### src/hdl/pkfc_pkg.sv
// pkfc_pkg: shared constants for the three-pin port function control block
// assumes a byte-addressed register port; every register occupies one aligned word
package pkfc_pkg;

  localparam int PKFC_PINS = 3;
  localparam int PKFC_AW = 8;
  localparam int PKFC_DW = 32;

  // register byte offsets
  localparam logic [7:0] PKFC_OFS_DATA = 8'h00;
  localparam logic [7:0] PKFC_OFS_OUTCTL = 8'h04;
  localparam logic [7:0] PKFC_OFS_FSEL1 = 8'h08;
  localparam logic [7:0] PKFC_OFS_FSEL2 = 8'h0c;
  localparam logic [7:0] PKFC_OFS_PULLUP = 8'h2c;
  localparam logic [7:0] PKFC_OFS_INEN = 8'h38;

  // writable-field masks within the low three bits
  localparam logic [2:0] PKFC_MASK_DATA = 3'h7;
  localparam logic [2:0] PKFC_MASK_OUTCTL = 3'h7;
  localparam logic [2:0] PKFC_MASK_FSEL1 = 3'h7;
  localparam logic [2:0] PKFC_MASK_FSEL2 = 3'h2;
  localparam logic [2:0] PKFC_MASK_PULLUP = 3'h6;
  localparam logic [2:0] PKFC_MASK_INEN = 3'h7;

  // field positions
  localparam int PKFC_BIT_PIN0 = 0;
  localparam int PKFC_BIT_PIN1 = 1;
  localparam int PKFC_BIT_PIN2 = 2;

  // reset values
  localparam logic [2:0] PKFC_RST_FIELD = 3'h0;
  localparam logic [31:0] PKFC_RST_RDATA = 32'h0000_0000;

endpackage

### src/hdl/pkfc_sync.sv
// pkfc_sync: three-flop input synchroniser with agreement filter
// assumes the input is asynchronous to sys_clk; output changes once stages two and three agree
`timescale 1ns/10ps
module pkfc_sync (
  // clock and reset
  input wire logic sys_clk,
  input wire logic nrst,
  // raw and filtered level
  input wire logic async_in,
  output logic sync_out
);

  typedef struct packed {
    logic s1;
    logic s2;
    logic s3;
    logic q;
  } pkfc_sync_t;

  pkfc_sync_t st;
  pkfc_sync_t next_st;

  always_comb begin
    next_st = st;
    next_st.s1 = async_in;
    next_st.s2 = st.s1;
    next_st.s3 = st.s2;
    // s1 only feeds s2, so no metastable value reaches the compare
    if (st.s2 == st.s3) begin
      next_st.q = st.s3;
    end
  end

  always_ff @(posedge sys_clk or negedge nrst) begin
    if (!nrst) begin
      st <= '0;
    end else begin
      st <= next_st;
    end
  end

  assign sync_out = st.q;

endmodule // pkfc_sync

### src/hdl/pkfc_pin_cell.sv
// pkfc_pin_cell: per-pin output multiplexer and pad control flops
// assumes control inputs come from registers on sys_clk; the pad output enable is active low, the input enable active high
`timescale 1ns/10ps
module pkfc_pin_cell #(
  parameter bit OPEN_DRAIN = 1'b0,
  parameter bit HAS_PULL = 1'b1,
  parameter bit PULL_RST = 1'b0,
  parameter bit BOOT_IN = 1'b0,
  parameter bit FUNC_GATED = 1'b0
) (
  // clock and reset
  input wire logic sys_clk,
  input wire logic nrst,
  // port settings
  input wire logic port_data,
  input wire logic port_oe,
  input wire logic pull_req,
  input wire logic in_req,
  // peripheral function
  input wire logic func_sel,
  input wire logic func_data,
  input wire logic func_oe,
  // pad controls
  output logic pad_out,
  output logic pad_oe_n,
  output logic pad_pull,
  output logic pad_in_en
);

  typedef struct packed {
    logic out;
    logic oe_n;
    logic pull;
    logic in_en;
  } pkfc_cell_t;

  pkfc_cell_t st;
  pkfc_cell_t next_st;
  logic drive_val;
  logic drive_en;

  always_comb begin
    next_st = st;
    drive_val = func_sel ? func_data : port_data;
    drive_en = port_oe;
    if (func_sel && FUNC_GATED) begin
      drive_en = func_oe;
    end
    if (OPEN_DRAIN) begin
      // only ever sink: a high value releases the pad
      next_st.out = 1'b0;
      next_st.oe_n = !(drive_en && !drive_val);
    end else begin
      next_st.out = drive_val;
      next_st.oe_n = !drive_en;
    end
    next_st.pull = HAS_PULL && pull_req;
    next_st.in_en = in_req;
  end

  always_ff @(posedge sys_clk or negedge nrst) begin
    if (!nrst) begin
      st.out <= 1'b0;
      st.oe_n <= 1'b1;
      // reset-sensitive pulls sit at zero while reset is held
      st.pull <= PULL_RST;
      // boot pins keep the input path open through reset
      st.in_en <= BOOT_IN;
    end else begin
      st <= next_st;
    end
  end

  assign pad_out = st.out;
  assign pad_oe_n = st.oe_n;
  assign pad_pull = st.pull;
  assign pad_in_en = st.in_en;

endmodule // pkfc_pin_cell

### src/hdl/pkfc_port.sv
// pkfc_port: three-pin port with function select, pull-up and input enable registers
// assumes a single-cycle register port master on sys_clk and peripheral signals on sys_clk
//
// Chosen here: the address map and strobed register access.
`timescale 1ns/10ps
// Behaviour
// - pin2 select bit picks timer9 output
// - pin1 select-one bit picks system clock output when select-two bit1 is clear
// - pin0 select bit stored, never selects function
// - select-two bit1 puts alarm on pin1
// - pull-up writable on pins 2,1 only
// - input enable per pin zero to two
// - undefined register bits read as zero
// - reset-sensitive pulls forced off in reset
// - pulls with PULL_RST set held on in reset
// - boot pin input stays enabled in reset
// - gated pin types driven by function enable
// - pin0 is open drain, sinks only
// - reset leaves all pins plain, disabled
module pkfc_port
  import pkfc_pkg::*;
(
  // clock and reset
  input wire logic sys_clk,
  input wire logic nrst,
  // register port
  input wire logic [PKFC_AW-1:0] reg_addr,
  input wire logic [PKFC_DW-1:0] reg_wdata,
  input wire logic reg_wr,
  input wire logic reg_rd,
  output logic [PKFC_DW-1:0] reg_rdata,
  // peripheral functions
  input wire logic timer9_output,
  input wire logic system_clock_output,
  input wire logic alarm_n,
  // pads
  input wire logic [PKFC_PINS-1:0] pin_in,
  output logic [PKFC_PINS-1:0] pin_out,
  output logic [PKFC_PINS-1:0] pin_oe_n,
  output logic [PKFC_PINS-1:0] pin_pullup,
  output logic [PKFC_PINS-1:0] pin_in_en
);

  typedef struct packed {
    logic [2:0] port_data;
    logic [2:0] out_ctl;
    logic [2:0] function_select_one_reg;
    logic [2:0] function_select_two_reg;
    logic [2:0] pullup_enable_reg;
    logic [2:0] input_enable_reg;
    logic [PKFC_DW-1:0] rdata;
  } pkfc_state_t;

  pkfc_state_t st;
  pkfc_state_t next_st;
  logic [PKFC_PINS-1:0] pin_level;
  logic pin2_function_sel;
  logic pin1_function_sel_a;
  logic pin0_function_sel;
  logic pin1_function_sel_b;

  // merge the writable bits of a write into a stored field
  function automatic logic [2:0] pkfc_merge(input logic [2:0] old_val,
                                            input logic [2:0] wr_val,
                                            input logic [2:0] mask);
    pkfc_merge = (old_val & ~mask) | (wr_val & mask);
  endfunction

  // pad level where the input path is on, else the output latch when driving
  function automatic logic [2:0] pkfc_data_view(input logic [2:0] lvl,
                                                input logic [2:0] ie,
                                                input logic [2:0] latch,
                                                input logic [2:0] oe);
    pkfc_data_view = (lvl & ie) | (latch & oe & ~ie);
  endfunction

  always_comb begin
    next_st = st;
    next_st.rdata = PKFC_RST_RDATA;
    if (reg_wr) begin
      if (reg_addr == PKFC_OFS_DATA) begin
        next_st.port_data = pkfc_merge(st.port_data, reg_wdata[2:0], PKFC_MASK_DATA);
      end else if (reg_addr == PKFC_OFS_OUTCTL) begin
        next_st.out_ctl = pkfc_merge(st.out_ctl, reg_wdata[2:0], PKFC_MASK_OUTCTL);
      end else if (reg_addr == PKFC_OFS_FSEL1) begin
        next_st.function_select_one_reg = pkfc_merge(st.function_select_one_reg,
          reg_wdata[2:0], PKFC_MASK_FSEL1);
      end else if (reg_addr == PKFC_OFS_FSEL2) begin
        next_st.function_select_two_reg = pkfc_merge(st.function_select_two_reg,
          reg_wdata[2:0], PKFC_MASK_FSEL2);
      end else if (reg_addr == PKFC_OFS_PULLUP) begin
        next_st.pullup_enable_reg = pkfc_merge(st.pullup_enable_reg,
          reg_wdata[2:0], PKFC_MASK_PULLUP);
      end else if (reg_addr == PKFC_OFS_INEN) begin
        next_st.input_enable_reg = pkfc_merge(st.input_enable_reg,
          reg_wdata[2:0], PKFC_MASK_INEN);
      end
    end
    // unmapped reads and upper bits answer zero
    if (reg_rd) begin
      if (reg_addr == PKFC_OFS_DATA) begin
        next_st.rdata[2:0] = pkfc_data_view(pin_level, st.input_enable_reg,
          st.port_data, st.out_ctl);
      end else if (reg_addr == PKFC_OFS_OUTCTL) begin
        next_st.rdata[2:0] = st.out_ctl;
      end else if (reg_addr == PKFC_OFS_FSEL1) begin
        next_st.rdata[2:0] = st.function_select_one_reg;
      end else if (reg_addr == PKFC_OFS_FSEL2) begin
        next_st.rdata[2:0] = st.function_select_two_reg & PKFC_MASK_FSEL2;
      end else if (reg_addr == PKFC_OFS_PULLUP) begin
        next_st.rdata[2:0] = st.pullup_enable_reg & PKFC_MASK_PULLUP;
      end else if (reg_addr == PKFC_OFS_INEN) begin
        next_st.rdata[2:0] = st.input_enable_reg;
      end
    end
  end

  always_ff @(posedge sys_clk or negedge nrst) begin
    if (!nrst) begin
      st.port_data <= PKFC_RST_FIELD;
      st.out_ctl <= PKFC_RST_FIELD;
      st.function_select_one_reg <= PKFC_RST_FIELD;
      st.function_select_two_reg <= PKFC_RST_FIELD;
      st.pullup_enable_reg <= PKFC_RST_FIELD;
      st.input_enable_reg <= PKFC_RST_FIELD;
      st.rdata <= PKFC_RST_RDATA;
    end else begin
      st <= next_st;
    end
  end

  assign reg_rdata = st.rdata;

  assign pin2_function_sel = st.function_select_one_reg[PKFC_BIT_PIN2];
  assign pin1_function_sel_a = st.function_select_one_reg[PKFC_BIT_PIN1];
  assign pin1_function_sel_b = st.function_select_two_reg[PKFC_BIT_PIN1];
  // the pin0 select value is reserved, so it is kept but never used
  assign pin0_function_sel = 1'b0;

  genvar gi;
  generate
    for (gi = 0; gi < PKFC_PINS; gi++) begin : g_sync
      pkfc_sync u_sync (
        .sys_clk(sys_clk),
        .nrst(nrst),
        .async_in(pin_in[gi]),
        .sync_out(pin_level[gi])
      );
    end
  endgenerate

  // pin2: timer output, reset-sensitive pull-up
  pkfc_pin_cell #(.OPEN_DRAIN(1'b0), .HAS_PULL(1'b1)) u_pin2 (
    .sys_clk(sys_clk),
    .nrst(nrst),
    .port_data(st.port_data[PKFC_BIT_PIN2]),
    .port_oe(st.out_ctl[PKFC_BIT_PIN2]),
    .pull_req(st.pullup_enable_reg[PKFC_BIT_PIN2]),
    .in_req(st.input_enable_reg[PKFC_BIT_PIN2]),
    .func_sel(pin2_function_sel),
    .func_data(timer9_output),
    .func_oe(1'b0),
    .pad_out(pin_out[2]),
    .pad_oe_n(pin_oe_n[2]),
    .pad_pull(pin_pullup[2]),
    .pad_in_en(pin_in_en[2])
  );

  // pin1: alarm takes priority over the clock output when both are selected
  pkfc_pin_cell #(.OPEN_DRAIN(1'b0), .HAS_PULL(1'b1)) u_pin1 (
    .sys_clk(sys_clk),
    .nrst(nrst),
    .port_data(st.port_data[PKFC_BIT_PIN1]),
    .port_oe(st.out_ctl[PKFC_BIT_PIN1]),
    .pull_req(st.pullup_enable_reg[PKFC_BIT_PIN1]),
    .in_req(st.input_enable_reg[PKFC_BIT_PIN1]),
    .func_sel(pin1_function_sel_a | pin1_function_sel_b),
    .func_data(pin1_function_sel_b ? alarm_n : system_clock_output),
    .func_oe(1'b0),
    .pad_out(pin_out[1]),
    .pad_oe_n(pin_oe_n[1]),
    .pad_pull(pin_pullup[1]),
    .pad_in_en(pin_in_en[1])
  );

  // pin0: open drain, no pull-up
  pkfc_pin_cell #(.OPEN_DRAIN(1'b1), .HAS_PULL(1'b0)) u_pin0 (
    .sys_clk(sys_clk),
    .nrst(nrst),
    .port_data(st.port_data[PKFC_BIT_PIN0]),
    .port_oe(st.out_ctl[PKFC_BIT_PIN0]),
    .pull_req(1'b0),
    .in_req(st.input_enable_reg[PKFC_BIT_PIN0]),
    .func_sel(pin0_function_sel),
    .func_data(1'b0),
    .func_oe(1'b0),
    .pad_out(pin_out[0]),
    .pad_oe_n(pin_oe_n[0]),
    .pad_pull(pin_pullup[0]),
    .pad_in_en(pin_in_en[0])
  );

  AST_TIMER_ON_PIN2: assert property (@(posedge sys_clk) disable iff (!nrst)
    $past(pin2_function_sel) |-> pin_out[2] == $past(timer9_output))
    else $error("pin2 does not follow timer output");

  AST_CLOCK_ON_PIN1: assert property (@(posedge sys_clk) disable iff (!nrst)
    $past(pin1_function_sel_a && !pin1_function_sel_b)
      |-> pin_out[1] == $past(system_clock_output))
    else $error("pin1 does not follow system clock output");

  AST_PIN0_STAYS_PORT: assert property (@(posedge sys_clk) disable iff (!nrst)
    $past(st.function_select_one_reg[0])
      |-> pin_oe_n[0] == !$past(st.out_ctl[0] && !st.port_data[0]))
    else $error("pin0 left port operation");

  AST_ALARM_ON_PIN1: assert property (@(posedge sys_clk) disable iff (!nrst)
    $past(pin1_function_sel_b) |-> pin_out[1] == $past(alarm_n))
    else $error("pin1 does not follow alarm");

  AST_PULLUP_BIT0_ZERO: assert property (@(posedge sys_clk) disable iff (!nrst)
    $past(reg_rd && reg_addr == PKFC_OFS_PULLUP) |-> reg_rdata[0] == 1'b0)
    else $error("pull-up bit0 read non-zero");

  AST_INEN_TAKES_EFFECT: assert property (@(posedge sys_clk) disable iff (!nrst)
    reg_wr && reg_addr == PKFC_OFS_INEN |=> ##1 pin_in_en == $past(reg_wdata[2:0], 2))
    else $error("input enable not applied two edges after write");

  AST_UPPER_BITS_ZERO: assert property (@(posedge sys_clk) disable iff (!nrst)
    reg_rdata[31:3] == 29'h0000_0000)
    else $error("undefined read bits non-zero");

  AST_PIN0_SINK_ONLY: assert property (@(posedge sys_clk) disable iff (!nrst)
    pin_out[0] == 1'b0 && pin_pullup[0] == 1'b0)
    else $error("pin0 drives high or pulls up");

  AST_FSEL1_WRITE: assert property (@(posedge sys_clk) disable iff (!nrst)
    reg_wr && reg_addr == PKFC_OFS_FSEL1
      |=> st.function_select_one_reg == $past(reg_wdata[2:0]))
    else $error("function select one not written");

  AST_FSEL1_HOLDS: assert property (@(posedge sys_clk) disable iff (!nrst)
    reg_wr && reg_addr != PKFC_OFS_FSEL1
      |=> st.function_select_one_reg == $past(st.function_select_one_reg))
    else $error("function select one changed by another write");

  AST_FSEL2_WRITE: assert property (@(posedge sys_clk) disable iff (!nrst)
    reg_wr && reg_addr == PKFC_OFS_FSEL2
      |=> st.function_select_two_reg == ($past(reg_wdata[2:0]) & PKFC_MASK_FSEL2))
    else $error("function select two holds more than its one bit");

  AST_PULLUP_WRITE: assert property (@(posedge sys_clk) disable iff (!nrst)
    reg_wr && reg_addr == PKFC_OFS_PULLUP
      |=> st.pullup_enable_reg == ($past(reg_wdata[2:0]) & PKFC_MASK_PULLUP))
    else $error("pull-up enable holds a bit without control");

  AST_INEN_WRITE: assert property (@(posedge sys_clk) disable iff (!nrst)
    reg_wr && reg_addr == PKFC_OFS_INEN
      |=> st.input_enable_reg == $past(reg_wdata[2:0]))
    else $error("input enable not written");

  AST_PULLUP_PAD: assert property (@(posedge sys_clk) disable iff (!nrst)
    pin_pullup == {$past(st.pullup_enable_reg[2:1]), 1'b0})
    else $error("pad pull-up does not follow its enable");

  AST_INEN_PAD: assert property (@(posedge sys_clk) disable iff (!nrst)
    pin_in_en == $past(st.input_enable_reg))
    else $error("pad input path does not follow its enable");

  AST_OE_FOLLOWS_CTL: assert property (@(posedge sys_clk) disable iff (!nrst)
    pin_oe_n[2:1] == ~$past(st.out_ctl[2:1]))
    else $error("pad driver does not follow output control");

  AST_PORT_ON_PIN2: assert property (@(posedge sys_clk) disable iff (!nrst)
    $past(!pin2_function_sel) |-> pin_out[2] == $past(st.port_data[2]))
    else $error("pin2 does not follow port data");

  AST_PORT_ON_PIN1: assert property (@(posedge sys_clk) disable iff (!nrst)
    $past(!pin1_function_sel_a && !pin1_function_sel_b)
      |-> pin_out[1] == $past(st.port_data[1]))
    else $error("pin1 does not follow port data");

  AST_PIN0_RELEASE: assert property (@(posedge sys_clk) disable iff (!nrst)
    $past(st.port_data[0]) |-> pin_oe_n[0])
    else $error("pin0 driven while its data is one");

  AST_RDATA_IDLE: assert property (@(posedge sys_clk) disable iff (!nrst)
    !$past(reg_rd) |-> reg_rdata == PKFC_RST_RDATA)
    else $error("read data not zero outside a read");

  AST_FSEL1_READ: assert property (@(posedge sys_clk) disable iff (!nrst)
    $past(reg_rd && reg_addr == PKFC_OFS_FSEL1)
      |-> reg_rdata[2:0] == $past(st.function_select_one_reg))
    else $error("function select one read back wrong");

  AST_FSEL2_READ: assert property (@(posedge sys_clk) disable iff (!nrst)
    $past(reg_rd && reg_addr == PKFC_OFS_FSEL2)
      |-> reg_rdata[0] == 1'b0 && reg_rdata[2] == 1'b0)
    else $error("function select two undefined bits read non-zero");

  AST_OUTCTL_READ: assert property (@(posedge sys_clk) disable iff (!nrst)
    $past(reg_rd && reg_addr == PKFC_OFS_OUTCTL)
      |-> reg_rdata[2:0] == $past(st.out_ctl))
    else $error("output control read back wrong");

  AST_INEN_READ: assert property (@(posedge sys_clk) disable iff (!nrst)
    $past(reg_rd && reg_addr == PKFC_OFS_INEN)
      |-> reg_rdata[2:0] == $past(st.input_enable_reg))
    else $error("input enable read back wrong");

endmodule // pkfc_port

### config.mk
export PLATFORM = sky130hd
export DESIGN_NAME = pkfc_port
export DESIGN_NICKNAME = d
export VERILOG_FILES = /design/src/hdl/pkfc_pkg.sv /design/src/hdl/pkfc_sync.sv /design/src/hdl/pkfc_pin_cell.sv /design/src/hdl/pkfc_port.sv
export SDC_FILE = /design/constraint.sdc
export NUM_CORES = 1
export LEC_CHECK = 0
export ABC_AREA = 0
export BUFFER_PORTS_ARGS = -buffer_cell sky130_fd_sc_hd__buf_4
export CAP_MARGIN = 20
export CORE_UTILIZATION = 40
export DETAILED_ROUTE_END_ITERATION = 10
export GPL_TIMING_DRIVEN = 0
export PLACE_DENSITY = 0.71
export SETUP_SLACK_MARGIN = 0.5
export SLEW_MARGIN = 10
export SYNTH_ARGS = -nofsm -noshare
export SYNTH_HDL_FRONTEND = slang
export SYNTH_SLANG_ARGS = --single-unit
export TNS_END_PERCENT = 5
### constraint.sdc
create_clock -name sys_clk -period 1.76 [get_ports sys_clk]
set_clock_uncertainty 0.05 [all_clocks]
set_input_delay 0.088 -clock sys_clk [delete_from_list [all_inputs] [get_ports sys_clk]]
set_output_delay 0.088 -clock sys_clk [all_outputs]
set_load 0.005 [all_outputs]
### Word-level counts from Yosys, hierarchy flattened

Cells that the tools add are included.

* register bits after elaboration: 43
* bits of input ports: 50
* output and inout port bits: 44
* word-level logic and storage cells: 72

* equality and inequality tests: 8
* mux-type cells: 10
* bitwise gates (word level): 13
* reductions and logical operators: 12

Operators by type and width (number)
* 3-bit two-way mux: 7
* 8-bit by 4-bit == test with 1-bit output (second input constant): 2
* 8-bit by 6-bit == test with 1-bit output (second input constant): 2
* 3-bit bitwise AND: 3
* 8-bit by 3-bit == test with 1-bit output (second input constant): 1
* 8-bit zero test: 1
* 7-bit AND reduction: 1
* 6-bit AND reduction: 1
* 1-bit NOT: 5
* 5-bit AND reduction: 1
* 1-bit zero test: 4
* 4-bit AND reduction: 1
* 1-bit == test: 3
* 1-bit two-way mux: 3
* 3-bit NOT: 1
* 1-bit by 3-bit bitwise OR with 3-bit output: 1
* 3-bit by 2-bit bitwise OR with 3-bit output: 1
* 3-bit bitwise OR: 1
* 3-bit AND reduction: 1
* 2-bit AND reduction: 1
* 1-bit logical AND: 1
* 1-bit bitwise OR: 1

### Logic depth before layout (Yosys ltp)

Gate-level depths: netlist of the first run.

* depth in word-level cells: 8
* mapped depth: 4
* gate-level depth less buffers: 4

### Cells and area by module

Synthesis of the first run repeated with hierarchy kept, for this count alone.

* cells, all modules: 146
* area total of the unflattened synthesis: 1859.3 um2

By module, submodules not included
* pkfc_port: times used 1, cells each 112, area an instance 1201.2 um2, sequential area each 450.4 um2
* pkfc_sync: times used 3, cells each 5, area an instance 111.4 um2, sequential area each 100.1 um2
* pkfc_pin_cell at u_pin1 ...: times used 2, cells each 6, area an instance 120.1 um2, sequential area each 101.3 um2
* pkfc_pin_cell at u_pin0: times used 1, cells each 7, area an instance 83.8 um2, sequential area each 51.3 um2

### Worst setup path after synthesis of the first run

Ideal clock, no wire load.

* path kind: input port to flip-flop
* start: in reg_addr[1]
* end: reg st[47] (netlist name)
* setup time: 0.125 ns
* data arrival time: 1.203 ns
* required time: 1.585 ns
* slack: 0.383 ns
* stages: 4
* buffers on the path: 0
* path through: nor4_4 > nand3_1 > and2b_1 > mux2_2

* longest elaborated chain between the ends: 2

RTL lines
* start: declaration: line pkfc_port.sv:27 `input wire logic [PKFC_AW-1:0] reg_addr,`
* 8-bit zero test: line pkfc_port.sv:81 `if (reg_addr == PKFC_OFS_DATA) begin`
* 2-bit AND reduction (no source line)

Every way passes these cells.
A chain may end at the register's enable or synchronous reset.

### Final worst setup path of the first run

* start: in reg_addr[6]
* end: reg st, in the netlist pin1_function_sel_b

* longest elaborated chain between the ends: 3
* elaborated cells on any way between the ends: 8
* classes of those cells: 3 x eq/ne; 3 x bitwise; 2 x reduce/logical

RTL lines
* 8-bit by 4-bit == test with 1-bit output (tied with other cells): line pkfc_port.sv:85 `end else if (reg_addr == PKFC_OFS_FSEL1) begin`
* 1-bit NOT (no source line)
* 5-bit AND reduction (no source line) (*)
* end signal: assignment: line pkfc_port.sv:128 `st <= next_st;`
* end: declaration: line pkfc_port.sv:54 `pkfc_state_t st;`

Mark *: on every way between the ends. The rest lies on a longest branch, timed or not.

==> key figures, run 1 <==
Job
  • Max Cap Viol: 0

Placed design
  • GP Congestion: 0.850
  • Detailed placement HPWL: 2.40 mm
  • IO Port Bufs: 33
  • Pre-CTS WS: -0.00593 ns

Worst setup path
  • WP buf/inv: 2
  • Setup crit end kind: flop
  • Slowest CP cell: or3_1
  • CP top delay family: simple AND/OR/NAND/NOR gates
  • Crit Path Category: in2reg
  • Startpoint Class: primary input
  • CP max FO: 3
  • Cell Chain, Critical Path: buf_4 > nor4_4 > buf_4 > nand2_2 > or3_1 > mux2_4
  • Data required, critical path: 1.88 ns
  • CP max stage delay: 0.33 ns
  • Arrival time at the worst endpoint: 1.39 ns
  • Most used cell, CP: buf_4

Clocking
  • CTS tree: built
  • Skew-Pair Late Insertion Delay: 0.29 ns
  • CTS Buffer Depth: 2
  • Clock slew at reported path FFs: 0.07 ns
  • Sink Count: 40
  • Htree depth: 2
  • Num CTS Buffers: 5
  • Clock root buffer: clkbuf_8

Logic synthesis
  • Top-area cell type share of the netlist area: 49.1%
  • Register area share after synthesis: 53.2%
  • Flops & latches, synth: 40
  • Netlist cell types: 34
  • Post-synth EDFFs: 0
  • Mean Syn Cell Area: 11.9 sq um
  • Synth area leaders: dfrtp_1, buf_4, mux2_2, dfstp_2, nor2b_1
  • Count leader, synth: buf_4
  • Synth warn: 0
  • Synth area leader: dfrtp_1
  • Asr flop ratio synth: 100%
  • Most frequent cells after synthesis: buf_4, dfrtp_1, mux2_2, o21ai_0
  • Main synth FF type: dfrtp_1
  • Mapped Area: 1890 sq um
  • Cells after Synth: 158

Pwr
  • Worst VDD drop: 0.591 mV
  • Psw: 0.421 mW
  • Total Power: 1.86 mW
  • Pwr per Cell Area: 733 nW/um^2
  • Part of the power in registers: 53.5%
  • Pleak: 1.30 nW
  • Logic gate share of total power: 13.3%
  • Int Pwr: 1.43 mW
  • Sw frac: 22.7%
  • Clock power frac: 33.2%

Routing
  • Vias/cell: 4.29
  • DRT Pass-1 Iters: 6
  • Drc violations: 16
  • DR WL/cell: 11.1 um
  • Vias: 1249
  • DR iter-0 viols: 71
  • Routed WL: 3.24 mm
  • Number of nets with antenna violations after routing: 0

Timing
  • Min cycle time layout: 1.27 ns
  • Worst Setup Slack, final: 0.489 ns
  • Max Slew Vio Count: 0
  • Fin Hold WS: 0.00772 ns
  • Final worst-path cycle share: 72.2%
  • Setup-failing EPs final: 0
  • Final hold vios: 0
  • RSZ-0062 raised after global routing: yes
  • Fmax: 0.787 GHz
  • Setup_tns: 0 ns

Global route
  • GRT busiest layer: met2
  • Antenna violations before repair: 0
  • Met1 Use GR: 17.7%
  • All-layer global routing usage: 14.2%
  • Total grt overflow: 0
  • Vias in the first global route: 1200
  • M2 GR Usage: 22.9%
  • Pin count of the biggest net entering global routing: 41
  • First-pass GRT wire length: 5.42 mm
  • GR Util met3: 4.56%

Layout
  • Final #Nets: 288
  • Antenna cells: 0
  • Area delta synth->final: 34.1%
  • Share of layout cells above drive strength 1: 48.1%
  • Final core area utilization: 56.9%
  • Filler cells: 408

Die
  • Die footprint: 5000 sq um
  • I/O pin cnt: 94
  • Initial core utilization: 42.5%
  • Die Ht: 70.7 um
  • Cell row count: 24
  • Core box area: 4440 sq um
  • Die width: 70.7 um

Status
  • Outcome: complete, but fails checks
  • Failing checks: design-rule violations

Hold path
  • Hold crit path type: in2reg
layout by cell type, fill, tap and decap left out, types with 3 or more instances in the layout:
master / n
nor2b_1: 5
inv_1: 3
conb_1: 31
dfstp_2: 3
maj3_1: 3
dlygate4sd3_1: 7
nand4_1: 3
dfrtp_1: 37
buf_4: 80
clkbuf_8: 6
a21oi_1: 4
nand2_1: 5
o21ai_0: 6
mux2_4: 4
mux2_2: 12
power by group through the flow:
stage,clock [mW],sequential (mW),combinational (mW)
floorplan,0,1.00,0.135
global placement,0,1.01,0.225
detailed placement,0,1.01,0.228
CTS,0.640,0.994,0.246
global route,0.667,0.999,0.271
finish,0.616,0.993,0.247
per-layer routing:
layer	share of wire (%)	routed length (um)	up-vias
li1	-	-	622
met1	44	1430	572
met2	47	1510	47
met3	7.4	241	8
met4	1.9	63	0
met5	0	0	-
per-stage QoR:
stage,std cells,instance area (sq um)
detailed placement,273,2330
global route,291,2530
global placement,273,2330
finish,291,2530
CTS,291,2530
floorplan,188,2020
cells by family (layout without fill, tap and decap cells):
kind of cell	after synthesis	after routing	synth area share, %
adders and majority gates	3	3	1.59
DFF	40	40	53.2
and+or+nand+nor	32	32	10.8
muxes	17	17	10.3
buffers and inverters	48	99	18.3
AOI/OAI and AO/OA	17	17	5.57
other	1	31	0.199
timing repair:
item	CTS	global route
hold buffers	7	0
pin swaps	3	2
gates cloned	0	0
resized for setup	3	1
setup buffers	3	0
endpoints found under the hold margin	43	0
endpoints found under the setup margin	10	15
state kept, by name, indices dropped and copies added (netlist names):
register	cells
u_pin1.pad_out	1
u_pin2.pad_in_en	1
st	12
u_pin0.pad_oe_n	1
g_sync.u_sync.next_st	6
u_pin0.pad_in_en	1
reg_rdata	3
pin1_function_sel_b	1
u_pin1.pad_oe_n	1
u_pin2.pad_oe_n	1
g_sync.u_sync.sync_out	3
u_pin2.pad_pull	1
u_pin2.pad_out	1
pin2_function_sel	1
u_pin1.pad_in_en	1
g_sync.u_sync.st	3
pin1_function_sel_a	1
u_pin1.pad_pull	1
path summary, 6_finish.rpt:
check                                             from                          end  slack, ns  cells past startpoint
hold reg to reg            g_sync[1].u_sync.next_st[2]  g_sync[1].u_sync.next_st[1]       0.30                      0
setup / recovery                           reg_addr[6]          pin1_function_sel_b       0.49                      6
hold / removal                            reg_wdata[0]                       st[32]      0.008                      2
setup reg to reg                                st[33]                 reg_rdata[1]       0.49                      4
max in group asynchronous                         nrst              u_pin1.pad_oe_n       1.04                      2
min in group asynchronous                         nrst  g_sync[2].u_sync.next_st[1]       0.26                      2
area by class of cell:
type / instances / area (sq um) / area share (%)
clock buffer: 7 / 86.3 / 3.41
multi-input combinational: 100 / 681 / 26.9
timing repair buffer: 43 / 340 / 13.5
inverter: 3 / 11.3 / 0.445
tap: 52 / 65.1 / 2.57
buffer: 45 / 334 / 13.2
clock inverter: 1 / 7.51 / 0.297
sequential: 40 / 1000 / 39.7
No activity file was read; power rests on OpenSTA's default activity.
==> run 2, diff against run 1 <==
Settings changed: ABC_AREA 0 to 1, PLACE_DENSITY 0.71 to 0.73.
Clock period 1.76 ns to 1.1 ns, I/O delays scaled along.
==> run 2 against run 1 <==
Net effect:
- the flow finishes with violations (negative hold slack)
- non-clock buffer count shrank 5
- wire length grew 12%
- worst hold slack lost 0.34 ns
- power grew 80%
- highest routed layer unchanged
- design area grew 13%
- via count grew 19%
==> key figures, run 2 <==
Die
  • Die footprint: 5280 sq um (+5.6%)
  • Cell row count: 25 (+4.2%)
  • I/O pin cnt: 94 (unchanged)
  • Initial core utilization: 42.0% (-0.48 points)
  • Die width: 72.6 um (+2.8%)
  • Die Ht: 72.6 um (+2.8%)
  • Core box area: 4750 sq um (+7.0%)

Global route
  • Pin count of the biggest net entering global routing: 41 (unchanged)
  • Vias in the first global route: 1281 (+6.8%)
  • Total grt overflow: 0 (unchanged)
  • Antenna violations before repair: 0 (unchanged)
  • First-pass GRT wire length: 5.61 mm (+3.6%)
  • All-layer global routing usage: 14.0% (-0.16 points)

Layout
  • Biggest register: st
  • Area of the multi-input gates: 805 sq um (+18%)
  • Filler cells: 407 (-0.25%)
  • Area delta synth->final: 43.4%
  • Share of layout cells above drive strength 1: 50.3% (+2.2 points)
  • Max reg flops: 12 (unchanged)
  • Commonest cells after routing, fill and taps aside: buf_4, dfrtp_1, conb_1
  • Most common cell after layout, fill and taps aside: buf_4
  • Final core area utilization: 60.2% (+3.3 points)
  • Final #Nets: 335 (+16%)
  • FF+latch area: 1010 sq um (+0.25%)
  • Antenna cells: 0 (unchanged)

Routing
  • DR iter-0 viols: 38 (-46%)
  • Vias: 1485 (+19%)
  • Drc violations: 0 (-16)
  • Met2 WL: 1.88 mm (+25%)
  • Vias/cell: 4.21 (-2.0%)
  • Routed WL: 3.64 mm (+12%)
  • Number of nets with antenna violations after routing: 0 (unchanged)
  • Top layer in use: met4
  • DRT Pass-1 Iters: 5 (-1)
  • DR WL/cell: 10.3 um (-7.5%)
  • Met3 wire len: 221 um (-8.3%)
  • Detailed-routing wirelength on met1: 1.45 mm (+1.7%)

Worst setup path
  • Data required, critical path: 1.00 ns (-0.88 ns)
  • Arrival time at the worst endpoint: 0.99 ns (-0.40 ns)
  • R2r worst-path depth: 6 (+2)
  • Startpoint Class: flop
  • Crit Path Category: reg2out
  • CP max FO: 1 (-2)
  • Worst R2R Start: st[45]
  • Worst r2r dst: reg_rdata[1]
  • Setup crit end kind: primary output
  • R2r setup slk: 0.06 ns (-0.43 ns)

Timing
  • Final hold vios: 44 (+44)
  • RSZ-0062 raised after global routing: yes
  • Setup-failing EPs final: 0 (unchanged)
  • Min cycle time layout: 1.09 ns
  • Fmax: 0.917 GHz
  • Fin Hold WS: -0.333 ns (-0.341 ns)
  • Setup_tns: 0 ns (unchanged)
  • Max Slew Vio Count: 0 (unchanged)
  • Final worst-path cycle share: 99.2%

Job
  • Max Cap Viol: 0 (unchanged)

Clocking
  • Htree depth: 2 (unchanged)
  • CTS hold repair buffers: 3 (-4)
  • Num CTS Buffers: 5 (unchanged)
  • Clock root buffer: clkbuf_8
  • Skew-Pair Late Insertion Delay: 0.29 ns (about the same)
  • Clock slew at reported path FFs: 0.08 ns (about the same)
  • CTS tree: built
  • Sink Count: 40 (unchanged)
  • CTS Buffer Depth: 2 (unchanged)

Logic synthesis
  • Netlist cell types: 27 (-21%)
  • Mean Syn Cell Area: 9.55 sq um (-20%)
  • Synth area leaders: dfrtp_1, buf_4, nand2_1, dfstp_2, o21ai_1
  • Mapped Area: 2000 sq um (+5.8%)
  • Xor and xnor area share after synthesis: 0% (unchanged)
  • Count leader, synth: buf_4
  • Register area share after synthesis: 50.3% (-2.9 points)
  • Most frequent cells after synthesis: buf_4, dfrtp_1, nand2_1, inv_1, o21ai_1
  • Synth area leader: dfrtp_1
  • Main combinational cell family by area after synthesis: simple AND/OR/NAND/NOR gates
  • Cells after Synth: 209 (+32%)
  • Post-synth EDFFs: 0 (unchanged)
  • Synthesized-area fraction occupied by adder cells: 1.50% (-0.087 points)
  • Post-synthesis compound-gate area fraction: 5.77% (+0.20 points)
  • Synth warn: 0 (unchanged)
  • Multiplexer area fraction after synthesis: 0% (-10 points)
  • Asr flop ratio synth: 100% (unchanged)
  • Flops & latches, synth: 40 (unchanged)
  • Main synth FF type: dfrtp_1
  • Simple-gate area share of the yosys netlist: 21.9% (+11 points)
  • Top-area cell type share of the netlist area: 46.4% (-2.7 points)

Placed design
  • GP Congestion: 0.887 (+4.3%)
  • Detailed placement HPWL: 2.65 mm (+10%)
  • IO Port Bufs: 33 (unchanged)

Status
  • Failing checks: negative hold slack
  • Outcome: complete, but fails checks

Pwr
  • Pleak: 1.44 nW (+10%)
  • Worst VDD drop: 0.584 mV (-1.1%)
  • Pwr per Cell Area: 1160 nW/um^2 (+59%)

Hold path
  • Hold crit path type: in2async
==> run 2: changes by cell type after synthesis, moves of 6 or more <==
cell and delta:
o21ai_1 +15, nand3_1 +7, nor2_1 +8, nor2_2 +6, mux2_2 -15, inv_1 +12, nand2_1 +28
==> run 2: critical path, cell delays in order (launching register included) <==
cell     delay, ns
dfstp_2       0.53
buf_6         0.08
buf_6         0.08
==> run 2: repair_timing <==
item	4_1_cts	5_1_grt
gates resized for setup	5	67
setup endpoints to repair	40	41
setup buffers	0	3
cloned	0	0
pin swaps	0	37
endpoints found under the hold margin	45	42
==> run 2: metal layers <==
metal | vias to the layer above | track usage (%)
met4 | 0 | 7.41
li1 | 745 | -
met5 | - | 0
met1 | 674 | 17.1
met2 | 57 | 22.8
met3 | 9 | 3.73
==> run 2: cells by family after synthesis <==
kind of cell	Yosys count
and+or+nand+nor	79
buffers and inverters	64
DFF	40
AOI/OAI and AO/OA	22
adders and majority gates	3
other	1
==> run 2: how the worst max path moves through the flow <==
| stage | end | cells after the start | slack [ns] | from |
|---|---|---|---|---|
| 3_5_place_dp | reg_rdata[0] | 7 | -0.05 | reg_addr[1] |
| 2_1_floorplan | reg_rdata[1] | 6 | 0.20 | st[45] |
| 4_1_cts | pin_oe_n[1] | 2 | 0.006 | u_pin1.pad_oe_n |
| 3_3_place_gp | reg_rdata[0] | 7 | -0.06 | reg_addr[1] |
| 5_1_grt | pin_oe_n[2] | 2 | -0.02 | u_pin2.pad_oe_n |
| 6_report | pin_oe_n[1] | 2 | 0.009 | u_pin1.pad_oe_n |
==> run 2: layout make-up <==
cell class / instances / area share (%)
clock buffer: 6 / 2.89
timing repair buffer: 39 / 13.5
tap: 67 / 2.93
clock inverter: 2 / 1.36
multi-input combinational: 135 / 28.1
sequential: 40 / 35.2
buffer: 44 / 13.2
inverter: 20 / 2.75
==> run 2: report_power, final <==
part / internal [mW] / total, mW / switching (mW) / leakage [nW]
clock network: 0.741 / 1.25 / 0.510 / 0.0614
registers: 1.55 / 1.60 / 0.0541 / 0.513
logic: 0.268 / 0.478 / 0.210 / 0.860
total: 2.56 / 3.33 / 0.775 / 1.44
==> run 2: metrics by stage <==
step | total power, mW | worst slack [ns] | cell area, sq um | hold WS [ns] | cells
2_1_floorplan | 1.85 | 0.203 | 2120 | -0.291 | 239
3_3_place_gp | 2.01 | -0.0555 | 2450 | -0.00322 | 339
3_5_place_dp | 2.02 | -0.0524 | 2450 | 0.00281 | 339
4_1_cts | 3.28 | 0.00619 | 2620 | -0.317 | 350
5_1_grt | 3.47 | -0.0223 | 2860 | -0.300 | 353
6_report | 3.33 | 0.00912 | 2860 | -0.333 | 353
